==> config.mk <==
export PLATFORM = sky130hd
export DESIGN_NAME = rxg_top
export DESIGN_NICKNAME = d
export VERILOG_FILES = /design/src/rxg_pkg.sv /design/src/rxg_top.sv /design/src/rxg_guard.sv /design/src/rxg_pack.sv
export SDC_FILE = /design/constraint.sdc
export NUM_CORES = 1
export LEC_CHECK = 0
export BUFFER_PORTS_ARGS = -buffer_cell sky130_fd_sc_hd__buf_2
export CAP_MARGIN = 15
export CORE_ASPECT_RATIO = 0.9
export CORE_MARGIN = 2
export CORE_UTILIZATION = 40
export DETAILED_ROUTE_END_ITERATION = 10
export PLACE_DENSITY_LB_ADDON = 0.12
export SETUP_SLACK_MARGIN = 0.3
export SYNTH_ARGS = -nofsm -noshare
export SYNTH_HDL_FRONTEND = slang
export SYNTH_SLANG_ARGS = --single-unit
==> constraint.sdc <==
create_clock -name clk_i -period 5.1 [get_ports clk_i]
set_clock_uncertainty 0.15 [all_clocks]
set_input_delay 1.02 -clock clk_i [delete_from_list [all_inputs] [get_ports clk_i]]
set_output_delay 1.02 -clock clk_i [all_outputs]
set_load 0.05 [all_outputs]
==> src/rxg_pkg.sv <==
// rxg_pkg: register map, field layout and crc seed table of the receive guard and check block
//
// Behaviour
// - guard timer reloads from a 20-bit field; a reload of zero disables the guard
// - guard timer is driven through a prescaler reloaded from the 8-bit low field
// - a 16-bit programmable crc seed sits in bits 31:16 of the check register
// - parity type bit 0 selects even parity, 1 selects odd parity
// - with parity enabled one parity bit follows each byte, is removed and checked
// - a wrong parity bit sets the integrity error flag; reception carries on
// - mode detector sets parity enable and parity type when type A is recognised
// - bits after a collision are cleared unless the keep bit is set
// - first received bit lands at the aligned bit position, then following positions
// - seed selector picks 0000h, 6363h, A671h, FFFFh, 0012h or E012h; 110b reserved
// - with the 5-bit crc only the low byte of the chosen seed is used
// - mode detector loads seed select 000b for JIS, 001b for type A, 011b for type B
// - seed selector 111b uses the programmed 16-bit arbitrary seed
// - integrity error flag clears by itself at the start of the next reception
package rxg_pkg;

	// ----------------------------------------------------------------
	// register indices (byte address is four times the index)
	// ----------------------------------------------------------------
	localparam logic [5:0] RXG_GUARD_IDX = 6'h11;
	localparam logic [5:0] RXG_CHECK_IDX = 6'h12;
	localparam logic [5:0] RXG_STAT_IDX = 6'h14;
	localparam logic [31:0] RXG_GUARD_RST = 32'h0000_0000;
	localparam logic [31:0] RXG_CHECK_RST = 32'h0000_0000;
	localparam logic [31:0] RXG_GUARD_MASK = 32'h0FFF_FFFF;
	localparam logic [31:0] RXG_CHECK_MASK = 32'hFFFF_0FFF;

	// ----------------------------------------------------------------
	// field positions
	// ----------------------------------------------------------------
	localparam int RXG_RELOAD_LSB = 8;
	localparam int RXG_RELOAD_W = 20;
	localparam int RXG_PRESC_LSB = 0;
	localparam int RXG_PRESC_W = 8;
	localparam int RXG_PRESET_LSB = 16;
	localparam int RXG_PAR_ODD_BIT = 11;
	localparam int RXG_PAR_EN_BIT = 10;
	localparam int RXG_KEEP_BIT = 9;
	localparam int RXG_ALIGN_LSB = 6;
	localparam int RXG_SEL_LSB = 3;
	localparam int RXG_TYPE5_BIT = 2;
	localparam int RXG_INV_BIT = 1;
	localparam int RXG_CRCEN_BIT = 0;
	localparam int RXG_ST_BUSY_BIT = 0;
	localparam int RXG_ST_ERR_BIT = 1;
	localparam int RXG_ST_ACT_BIT = 2;
	localparam int RXG_ST_BYTE_LSB = 8;

	// ----------------------------------------------------------------
	// crc seed table
	// ----------------------------------------------------------------
	localparam logic [2:0] RXG_SEL_ZERO = 3'h0;
	localparam logic [2:0] RXG_SEL_A = 3'h1;
	localparam logic [2:0] RXG_SEL_A671 = 3'h2;
	localparam logic [2:0] RXG_SEL_B = 3'h3;
	localparam logic [2:0] RXG_SEL_0012 = 3'h4;
	localparam logic [2:0] RXG_SEL_E012 = 3'h5;
	localparam logic [2:0] RXG_SEL_ARB = 3'h7;
	localparam logic [15:0] RXG_SEED_ZERO = 16'h0000;
	localparam logic [15:0] RXG_SEED_A = 16'h6363;
	localparam logic [15:0] RXG_SEED_A671 = 16'hA671;
	localparam logic [15:0] RXG_SEED_B = 16'hFFFF;
	localparam logic [15:0] RXG_SEED_0012 = 16'h0012;
	localparam logic [15:0] RXG_SEED_E012 = 16'hE012;

	typedef enum logic [1:0] {
		RXG_PROTO_JIS = 2'b00,
		RXG_PROTO_A = 2'b01,
		RXG_PROTO_B = 2'b10
	} rxg_proto_t;

	// reserved selector 110b falls back to a zero seed
	function automatic logic [15:0] rxg_seed(input logic [2:0] sel, input logic [15:0] arb,
		input logic five);
		logic [15:0] s;
		s = RXG_SEED_ZERO;
		unique case (sel)
			RXG_SEL_A: s = RXG_SEED_A;
			RXG_SEL_A671: s = RXG_SEED_A671;
			RXG_SEL_B: s = RXG_SEED_B;
			RXG_SEL_0012: s = RXG_SEED_0012;
			RXG_SEL_E012: s = RXG_SEED_E012;
			RXG_SEL_ARB: s = arb;
			default: s = RXG_SEED_ZERO;
		endcase
		if (five) begin
			s = {8'h00, s[7:0]};
		end
		return s;
	endfunction : rxg_seed

	function automatic logic [31:0] rxg_merge(input logic [31:0] old, input logic [31:0] wd,
		input logic [3:0] strb, input logic [31:0] mask);
		logic [31:0] r;
		r = old;
		for (int i = 0; i < 4; i++) begin
			if (strb[i]) begin
				r[i*8 +: 8] = wd[i*8 +: 8];
			end
		end
		return r & mask;
	endfunction : rxg_merge

endpackage : rxg_pkg

==> src/rxg_top.sv <==
// rxg_top: receive guard and check configuration block with apb register access
`timescale 1ns/100ps
`default_nettype none
module rxg_top
	import rxg_pkg::*;
(
	input wire logic clk_i, // clock, 25 MHz
	input wire logic rstn_i, // async reset, low
	input wire logic [7:0] paddr_i, // apb byte address
	input wire logic psel_i, // apb select
	input wire logic penable_i, // apb access phase
	input wire logic pwrite_i, // apb write
	input wire logic [31:0] pwdata_i, // apb write data
	input wire logic [3:0] pstrb_i, // apb byte strobes
	output logic [31:0] prdata_o, // apb read data
	output logic pready_o, // apb ready
	output logic pslverr_o, // apb error on unmapped address
	input wire logic guard_trig_i, // event that starts the guard time
	input wire logic rx_start_i, // receiver sees a frame start
	input wire logic rx_end_i, // frame end
	input wire logic rx_bit_valid_i, // decoded bit strobe
	input wire logic rx_bit_i, // decoded bit value
	input wire logic rx_coll_i, // collision on this bit
	input wire logic crc_err_i, // crc mismatch pulse from crc unit
	input wire logic md_valid_i, // mode detector result strobe
	input wire logic [1:0] md_proto_i, // recognised protocol
	output logic rx_allow_o, // guard time over, frame may start
	output logic rx_byte_valid_o, // byte strobe
	output logic [7:0] rx_byte_o, // received byte
	output logic rx_par_err_o, // parity error pulse
	output logic integ_err_o, // sticky integrity error flag
	output logic [15:0] crc_seed_o, // crc preset for the decoder
	output logic crc_type5_o, // 5-bit crc selected
	output logic crc_inv_o, // inverted crc compare
	output logic crc_en_o // crc check enabled
);
	// ----------------------------------------------------------------
	// register state
	// ----------------------------------------------------------------
	logic [31:0] grd_q, grd_d, chk_q, chk_d, prdata_q, prdata_d;
	logic err_q, err_d;
	logic [15:0] seed_q, seed_d;
	logic busy, acc_start, par_err, active, byte_valid;
	logic [7:0] rx_byte;
	logic sel_grd, sel_chk, sel_st, hit, wr_en;
	logic [31:0] rd_mux, stat_w;

	// ----------------------------------------------------------------
	// apb decode
	// ----------------------------------------------------------------
	assign sel_grd = (paddr_i[7:2] == RXG_GUARD_IDX);
	assign sel_chk = (paddr_i[7:2] == RXG_CHECK_IDX);
	assign sel_st = (paddr_i[7:2] == RXG_STAT_IDX);
	assign hit = sel_grd | sel_chk | sel_st;
	assign wr_en = psel_i & penable_i & pwrite_i & hit;

	always_comb begin
		stat_w = '0;
		stat_w[RXG_ST_BUSY_BIT] = busy;
		stat_w[RXG_ST_ERR_BIT] = err_q;
		stat_w[RXG_ST_ACT_BIT] = active;
		stat_w[RXG_ST_BYTE_LSB +: 8] = rx_byte;
		rd_mux = '0;
		if (sel_grd) begin
			rd_mux = grd_q;
		end else if (sel_chk) begin
			rd_mux = chk_q;
		end else if (sel_st) begin
			rd_mux = stat_w;
		end
	end

	// read data is captured in the setup cycle so the access phase needs no wait
	always_comb begin
		prdata_d = prdata_q;
		if (psel_i && !penable_i && !pwrite_i) begin
			prdata_d = rd_mux;
		end
	end

	assign pready_o = 1'b1;
	assign pslverr_o = psel_i & penable_i & ~hit;
	assign prdata_o = prdata_q;

	// ----------------------------------------------------------------
	// configuration registers and mode detector updates
	// ----------------------------------------------------------------
	always_comb begin
		grd_d = grd_q;
		chk_d = chk_q;
		if (wr_en && sel_grd) begin
			grd_d = rxg_merge(grd_q, pwdata_i, pstrb_i, RXG_GUARD_MASK);
		end
		if (wr_en && sel_chk) begin
			chk_d = rxg_merge(chk_q, pwdata_i, pstrb_i, RXG_CHECK_MASK);
		end
		// detector result lands after the bus write, so it wins a same-cycle clash
		if (md_valid_i) begin
			unique case (rxg_proto_t'(md_proto_i))
				RXG_PROTO_A: begin
					chk_d[RXG_PAR_EN_BIT] = 1'b1;
					chk_d[RXG_PAR_ODD_BIT] = 1'b1;
					chk_d[RXG_SEL_LSB +: 3] = RXG_SEL_A;
					chk_d[RXG_INV_BIT] = 1'b0;
				end
				RXG_PROTO_B: begin
					chk_d[RXG_SEL_LSB +: 3] = RXG_SEL_B;
					chk_d[RXG_INV_BIT] = 1'b1;
					chk_d[RXG_CRCEN_BIT] = 1'b1;
				end
				RXG_PROTO_JIS: begin
					chk_d[RXG_SEL_LSB +: 3] = RXG_SEL_ZERO;
					chk_d[RXG_INV_BIT] = 1'b0;
					chk_d[RXG_CRCEN_BIT] = 1'b1;
				end
				default: begin
					chk_d = chk_d;
				end
			endcase
		end
	end

	// ----------------------------------------------------------------
	// integrity flag and crc seed
	// ----------------------------------------------------------------
	assign acc_start = rx_start_i & ~busy;

	always_comb begin
		err_d = err_q;
		if (acc_start) begin
			err_d = 1'b0;
		end
		// an error in the same cycle as a new start is kept, set beats clear
		if (par_err || crc_err_i) begin
			err_d = 1'b1;
		end
		seed_d = rxg_seed(chk_q[RXG_SEL_LSB +: 3], chk_q[RXG_PRESET_LSB +: 16],
			chk_q[RXG_TYPE5_BIT]);
	end

	always_ff @(posedge clk_i or negedge rstn_i) begin
		if (!rstn_i) begin
			grd_q <= RXG_GUARD_RST;
			chk_q <= RXG_CHECK_RST;
			prdata_q <= '0;
			err_q <= 1'b0;
			seed_q <= RXG_SEED_ZERO;
		end else begin
			grd_q <= grd_d;
			chk_q <= chk_d;
			prdata_q <= prdata_d;
			err_q <= err_d;
			seed_q <= seed_d;
		end
	end

	// ----------------------------------------------------------------
	// guard timer and bit assembly
	// ----------------------------------------------------------------
	rxg_guard #(
		.PRESC_W(RXG_PRESC_W),
		.RELOAD_W(RXG_RELOAD_W)
	) u_guard (
		.clk_i(clk_i),
		.rstn_i(rstn_i),
		.trig_i(guard_trig_i),
		.presc_i(grd_q[RXG_PRESC_LSB +: RXG_PRESC_W]),
		.reload_i(grd_q[RXG_RELOAD_LSB +: RXG_RELOAD_W]),
		.busy_o(busy)
	);

	rxg_pack u_pack (
		.clk_i(clk_i),
		.rstn_i(rstn_i),
		.start_i(acc_start),
		.end_i(rx_end_i),
		.bit_valid_i(rx_bit_valid_i),
		.bit_i(rx_bit_i),
		.coll_i(rx_coll_i),
		.par_en_i(chk_q[RXG_PAR_EN_BIT]),
		.par_odd_i(chk_q[RXG_PAR_ODD_BIT]),
		.keep_i(chk_q[RXG_KEEP_BIT]),
		.align_i(chk_q[RXG_ALIGN_LSB +: 3]),
		.byte_valid_o(byte_valid),
		.byte_o(rx_byte),
		.par_err_o(par_err),
		.active_o(active)
	);

	assign rx_allow_o = ~busy;
	assign rx_byte_valid_o = byte_valid;
	assign rx_byte_o = rx_byte;
	assign rx_par_err_o = par_err;
	assign integ_err_o = err_q;
	assign crc_seed_o = seed_q;
	assign crc_type5_o = chk_q[RXG_TYPE5_BIT];
	assign crc_inv_o = chk_q[RXG_INV_BIT];
	assign crc_en_o = chk_q[RXG_CRCEN_BIT];

	logic [19:0] rel_w;
	logic [7:0] pre_w;
	assign rel_w = grd_q[RXG_RELOAD_LSB +: RXG_RELOAD_W];
	assign pre_w = grd_q[RXG_PRESC_LSB +: RXG_PRESC_W];
endmodule : rxg_top
`default_nettype wire

==> src/rxg_guard.sv <==
// rxg_guard: prescaled receive guard timer
`timescale 1ns/100ps
`default_nettype none
module rxg_guard
	import rxg_pkg::*;
#(
	parameter int PRESC_W = RXG_PRESC_W,
	parameter int RELOAD_W = RXG_RELOAD_W
) (
	input wire logic clk_i, // clock
	input wire logic rstn_i, // async reset, low
	input wire logic trig_i, // guard start event
	input wire logic [PRESC_W-1:0] presc_i, // prescaler reload
	input wire logic [RELOAD_W-1:0] reload_i, // main count reload
	output logic busy_o // guard time running
);
	logic [PRESC_W-1:0] pcnt_q, pcnt_d;
	logic [RELOAD_W-1:0] main_q, main_d;

	always_comb begin
		pcnt_d = pcnt_q;
		main_d = main_q;
		if (trig_i) begin
			// a zero reload leaves the main count idle, so no guard at all
			main_d = reload_i;
			pcnt_d = presc_i;
		end else if (main_q != '0) begin
			if (pcnt_q == '0) begin
				pcnt_d = presc_i;
				main_d = main_q - 1'b1;
			end else begin
				pcnt_d = pcnt_q - 1'b1;
			end
		end
	end

	always_ff @(posedge clk_i or negedge rstn_i) begin
		if (!rstn_i) begin
			pcnt_q <= '0;
			main_q <= '0;
		end else begin
			pcnt_q <= pcnt_d;
			main_q <= main_d;
		end
	end

	assign busy_o = (main_q != '0);
endmodule : rxg_guard
`default_nettype wire

==> src/rxg_pack.sv <==
// rxg_pack: receive bit assembly with alignment, collision masking and parity strip
`timescale 1ns/100ps
`default_nettype none
module rxg_pack
	import rxg_pkg::*;
(
	input wire logic clk_i, // clock
	input wire logic rstn_i, // async reset, low
	input wire logic start_i, // accepted frame start
	input wire logic end_i, // frame end
	input wire logic bit_valid_i, // one received bit
	input wire logic bit_i, // bit value
	input wire logic coll_i, // collision on this bit
	input wire logic par_en_i, // parity bit follows each byte
	input wire logic par_odd_i, // odd parity when high
	input wire logic keep_i, // keep bits after collision
	input wire logic [2:0] align_i, // first bit position
	output logic byte_valid_o, // byte done, one cycle
	output logic [7:0] byte_o, // assembled byte
	output logic par_err_o, // wrong parity, one cycle
	output logic active_o // frame in progress
);
	typedef enum logic [1:0] {
		RXG_IDLE = 2'b00,
		RXG_DATA = 2'b01,
		RXG_PAR = 2'b10
	} rxg_pk_state_t;

	localparam logic [2:0] LAST_POS = 3'h7;

	rxg_pk_state_t st_q, st_d;
	logic [2:0] pos_q, pos_d;
	logic [7:0] buf_q, buf_d, byte_q, byte_d;
	logic coll_q, coll_d, bv_q, bv_d, err_q, err_d;

	always_comb begin
		logic [7:0] nb;
		nb = buf_q;
		st_d = st_q;
		pos_d = pos_q;
		buf_d = buf_q;
		coll_d = coll_q;
		byte_d = byte_q;
		bv_d = 1'b0;
		err_d = 1'b0;
		if (start_i) begin
			st_d = RXG_DATA;
			pos_d = align_i;
			buf_d = '0;
			coll_d = 1'b0;
		end else if (end_i) begin
			// a trailing partial byte is left to the frame logic
			st_d = RXG_IDLE;
		end else if (bit_valid_i) begin
			unique case (st_q)
				RXG_IDLE: begin
					st_d = RXG_IDLE;
				end
				RXG_DATA: begin
					nb[pos_q] = bit_i & (keep_i | ~coll_q);
					coll_d = coll_q | coll_i;
					if (pos_q == LAST_POS) begin
						pos_d = '0;
						if (par_en_i) begin
							buf_d = nb;
							st_d = RXG_PAR;
						end else begin
							byte_d = nb;
							bv_d = 1'b1;
							buf_d = '0;
						end
					end else begin
						buf_d = nb;
						pos_d = pos_q + 3'h1;
					end
				end
				RXG_PAR: begin
					// parity bit is consumed here and never reaches the byte
					byte_d = buf_q;
					bv_d = 1'b1;
					err_d = (bit_i != ((^buf_q) ^ par_odd_i));
					buf_d = '0;
					st_d = RXG_DATA;
				end
				default: begin
					st_d = RXG_IDLE;
				end
			endcase
		end
	end

	always_ff @(posedge clk_i or negedge rstn_i) begin
		if (!rstn_i) begin
			st_q <= RXG_IDLE;
			pos_q <= '0;
			buf_q <= '0;
			coll_q <= 1'b0;
			byte_q <= '0;
			bv_q <= 1'b0;
			err_q <= 1'b0;
		end else begin
			st_q <= st_d;
			pos_q <= pos_d;
			buf_q <= buf_d;
			coll_q <= coll_d;
			byte_q <= byte_d;
			bv_q <= bv_d;
			err_q <= err_d;
		end
	end

	assign byte_valid_o = bv_q;
	assign byte_o = byte_q;
	assign par_err_o = err_q;
	assign active_o = (st_q != RXG_IDLE);

	logic plain_bit;
	assign plain_bit = bit_valid_i && !start_i && !end_i;
endmodule : rxg_pack
`default_nettype wire

==> summary.md <==
The flow ran to the end, and the final reports show no timing, DRC or antenna violations. Of all nets on the critical path, the largest fanout is 7. The share of the clock period used by the worst path is 77.30%. Placement-stage worst setup slack: 1596 ps.

The deepest level of the CTS H-tree came out at 4. TritonCTS built the clock tree. Number of antenna repair diodes: 0. Each instance of the synthesized netlist takes up on average 10.32 um^2. Leaving out fill and tap cells, the most frequent cell in the layout is sky130_fd_sc_hd__dfrtp_1. The run gives 0 as the post-CTS setup buffer count. The final number of max-transition violations is 0, and the core outline area is 0.01898 mm^2.

For the final-report setup violation count, the log shows 0. The total number of vias is 6170, and the number of sinks on the clock net is 157. The filler cells instantiated in the layout total 1792.

Of the synthesized area, sequential elements account for 51.12%. The logs give 33800 um for the global-route wire length before repair and 124 for the count of pins on the block boundary. The power density normalized to cell area is 452.5 mW/mm^2, and the worst relative slew slack is 34.35%. The logs give 107 for the maximum number of pins on one net before global-route repair and 0 for the count of antenna-violating nets left after detailed routing. The post-route netlist has 27.91% of its cells at a drive strength greater than 1. Port buffering added 120 buffers. The worst setup path is launched from a flip-flop. The number of non-filler instances in the completed layout is 1110, and the layout-stage area growth over the synthesis result is 18.15%. For the worst-skew pair, the clock arrives at the later sink with an insertion delay of 430 ps. The congestion estimate from routability-driven global placement came to 0.8535.

For this run, the leading register cell type out of synthesis is sky130_fd_sc_hd__dfrtp_1. Once placement completed, the tool counted placed cells totaling 1078. The deepest clock path buffer count came out at 2. By area the synthesized netlist is led by sky130_fd_sc_hd__dfrtp_1, sky130_fd_sc_hd__mux2_2, sky130_fd_sc_hd__nor2_1.

The reported max-cap violation count is 0, and the average wire per cell in the routed design is 19.02 um. Counting flops with a built-in enable in the synthesized netlist gives 0. The final layout contains routed wiring with a total length of 21110 um. The worst hold path stage count was 2; the number of buffers inserted by hold repair at cts was 0.

Detailed placement finished with a half-perimeter wire length of 15240 um. Setup repair after global routing left no endpoint under its margin. The initial utilization of the core area, before any placement, comes to 40.50%. After layout, the design draws a total of 0.004109 W. The worst path meets setup with 1158 ps of slack. Data on the critical path is required at its endpoint by 3930 ps. Final hold violation count: 0. The number of gates resized after CTS came out at 0. The largest total area in the synthesized netlist belongs to sky130_fd_sc_hd__dfrtp_1.

CTS placed an instance of sky130_fd_sc_hd__clkbuf_16 at the clock tree root. The run gives 4.351 nW as the leakage power. The number of global-route vias before repair is 6046, and the detailed-route vias per instance is 5.559.

Measured on the finished design, the core utilization comes to 47.85%. For the remaining global-route overflow, the log shows 0. For the initial antenna violation count, the log shows 0. The element type at the critical path end is a primary output.

The net count of the finished layout is 921. VDD sags by at most 0.2732 mV. After clock tree synthesis, the clock-pin slew on the worst setup and hold paths is 70 ps. The synthesized design contains 157 register bits.

The violation count after the first detailed-route iteration is 427, and the number of distinct standard cells referenced by the synthesized netlist is 65. For the pin with the worst max-slew slack, the measured transition is 984.7 ps. The count of TritonRoute iterations in the first routing pass is 5, and the die height is 135.5 um. In the layout the commonest cells are sky130_fd_sc_hd__dfrtp_1, sky130_fd_sc_hd__buf_2, sky130_fd_sc_hd__nor2_1.

In this run the cell area of the synthesized design comes to 0.007686 mm^2. Based on the critical path, the design can be clocked at up to 253.7 MHz. The total nets after synthesis was 819. The worst setup path is of the flip-flop to primary output kind. The arrival time reported for the critical path endpoint was 2770 ps; the post-layout minimum cycle time was 3942 ps.

During synthesis, Yosys emitted a total of 0 warnings. The initialized floorplan defines 48 standard-cell rows. The aggregate negative setup slack was 0 ps; the share of Yosys cell area claimed by the top area cell type was 51.12%. Synthesis produced a netlist whose cell count is 745. From left edge to right edge, the die measures 150.1 um.

The cell depth of the worst flop-to-flop path works out to 5. The logs give 21.59% for the total track usage and 0.02034 mm^2 for the floorplan die area. After detailed routing, the number of remaining DRC violations is 0. In the synthesized netlist the async set-or-reset flop fraction comes to 100.0%. The worst min-delay path class is flip-flop to flip-flop. Clock tree synthesis inserted a total of 17 buffers.
## cell families after synthesis
logic type / Yosys count / share of synthesized area, %
xor+xnor: 12 / 1.367
fa+ha+maj: 15 / 2.442
flops: 157 / 51.12
mux: 77 / 11.09
compound gates: 157 / 13.58
buf+inv: 66 / 3.777
other cells: 1 / 0.04879
simple gates: 260 / 16.59
## metrics by stage
stage	hold slack (ps)	cell area, um^2
floorplan	307.3	7686
global placement	297.8	8478
detailed placement	305.1	8478
CTS	321.2	9081
global route	357.4	9081
finish	314.2	9081
## sequential cells by signal, indices dropped and copies added, names as in the netlist, 2 cells and up
register and cells:
prdata_o 32, chk_q 28, grd_q 28, u_guard.main_q 20
crc_seed_o 16, u_guard.pcnt_q 8, u_pack.buf_q 8, u_pack.byte_o 8
u_pack.pos_q 3, u_pack.st_q 2
## path summary, 6_finish.rpt
path	startpoint	endpoint	slack, ps
worst max-delay path	u_guard.main_q[8]	rx_allow_o	1160
min in group asynchronous	rstn_i	prdata_o[28]	570
max in group asynchronous	rstn_i	u_guard.main_q[5]	3400
worst max register to register	u_guard.main_q[13]	u_pack.byte_o[6]	2260
worst min-delay path	prdata_o[31]	prdata_o[31]	310
worst min register to register	prdata_o[31]	prdata_o[31]	310
## worst max-delay path, stage by stage (launching register included)
cell and delay (ps):
sky130_fd_sc_hd__dfrtp_1 440, sky130_fd_sc_hd__or3_4 410, sky130_fd_sc_hd__nor4b_1 650, sky130_fd_sc_hd__nand4_1 450
sky130_fd_sc_hd__inv_1 120, sky130_fd_sc_hd__buf_2 270
## per-layer routing
layer	GRT usage (%)	share of wire, %
met4	5.765	1.2
met1	31.50	48
met3	3.704	5.2
met2	33.33	46
met5	0	0
## synthesized netlist by cell type, types with 2 or more instances
cell and n:
sky130_fd_sc_hd__nor3_1 22, sky130_fd_sc_hd__buf_2 3, sky130_fd_sc_hd__clkbuf_1 36, sky130_fd_sc_hd__clkbuf_8 2, sky130_fd_sc_hd__and3_1 8, sky130_fd_sc_hd__a32oi_1 4
sky130_fd_sc_hd__nand2b_1 6, sky130_fd_sc_hd__or4_1 3, sky130_fd_sc_hd__nor4b_1 3, sky130_fd_sc_hd__nor3b_1 7, sky130_fd_sc_hd__nor2_1 90, sky130_fd_sc_hd__a31oi_1 4
sky130_fd_sc_hd__a22oi_1 11, sky130_fd_sc_hd__or3b_2 2, sky130_fd_sc_hd__inv_1 22, sky130_fd_sc_hd__a31o_2 2, sky130_fd_sc_hd__mux2_2 65, sky130_fd_sc_hd__o31ai_1 4
sky130_fd_sc_hd__and3b_1 2, sky130_fd_sc_hd__xnor2_1 11, sky130_fd_sc_hd__ha_1 15, sky130_fd_sc_hd__or3_1 3, sky130_fd_sc_hd__nand2_1 57, sky130_fd_sc_hd__a221oi_1 28
sky130_fd_sc_hd__mux2i_1 12, sky130_fd_sc_hd__o22a_1 2, sky130_fd_sc_hd__o21ai_0 37, sky130_fd_sc_hd__nor2b_1 10, sky130_fd_sc_hd__a211oi_1 7, sky130_fd_sc_hd__nand3b_1 2
sky130_fd_sc_hd__a21oi_1 39, sky130_fd_sc_hd__buf_6 2, sky130_fd_sc_hd__nand4_1 6, sky130_fd_sc_hd__nand3_1 19, sky130_fd_sc_hd__o2bb2ai_1 5, sky130_fd_sc_hd__dfrtp_1 157
sky130_fd_sc_hd__nor4_1 9
## report_power, final
group / switching (W) / total (W) / internal [W]
clock: 0.000584 / 0.00130 / 0.000713
combinational: 0.000787 / 0.00119 / 0.000408
sequential: 0.000201 / 0.00162 / 0.00142
## final cells by class
class,instances,area (um^2),area share [%]
Inverter,22,82.58,0.9093
Multi-Input combinational cell,522,3482,38.34
Clock buffer,18,439.2,4.836
Timing Repair Buffer,127,671.9,7.399
Sequential cell,157,3929,43.26
Tap cell,250,312.8,3.444
Clock inverter,14,163.9,1.805
(Power assumes the default switching activity.)
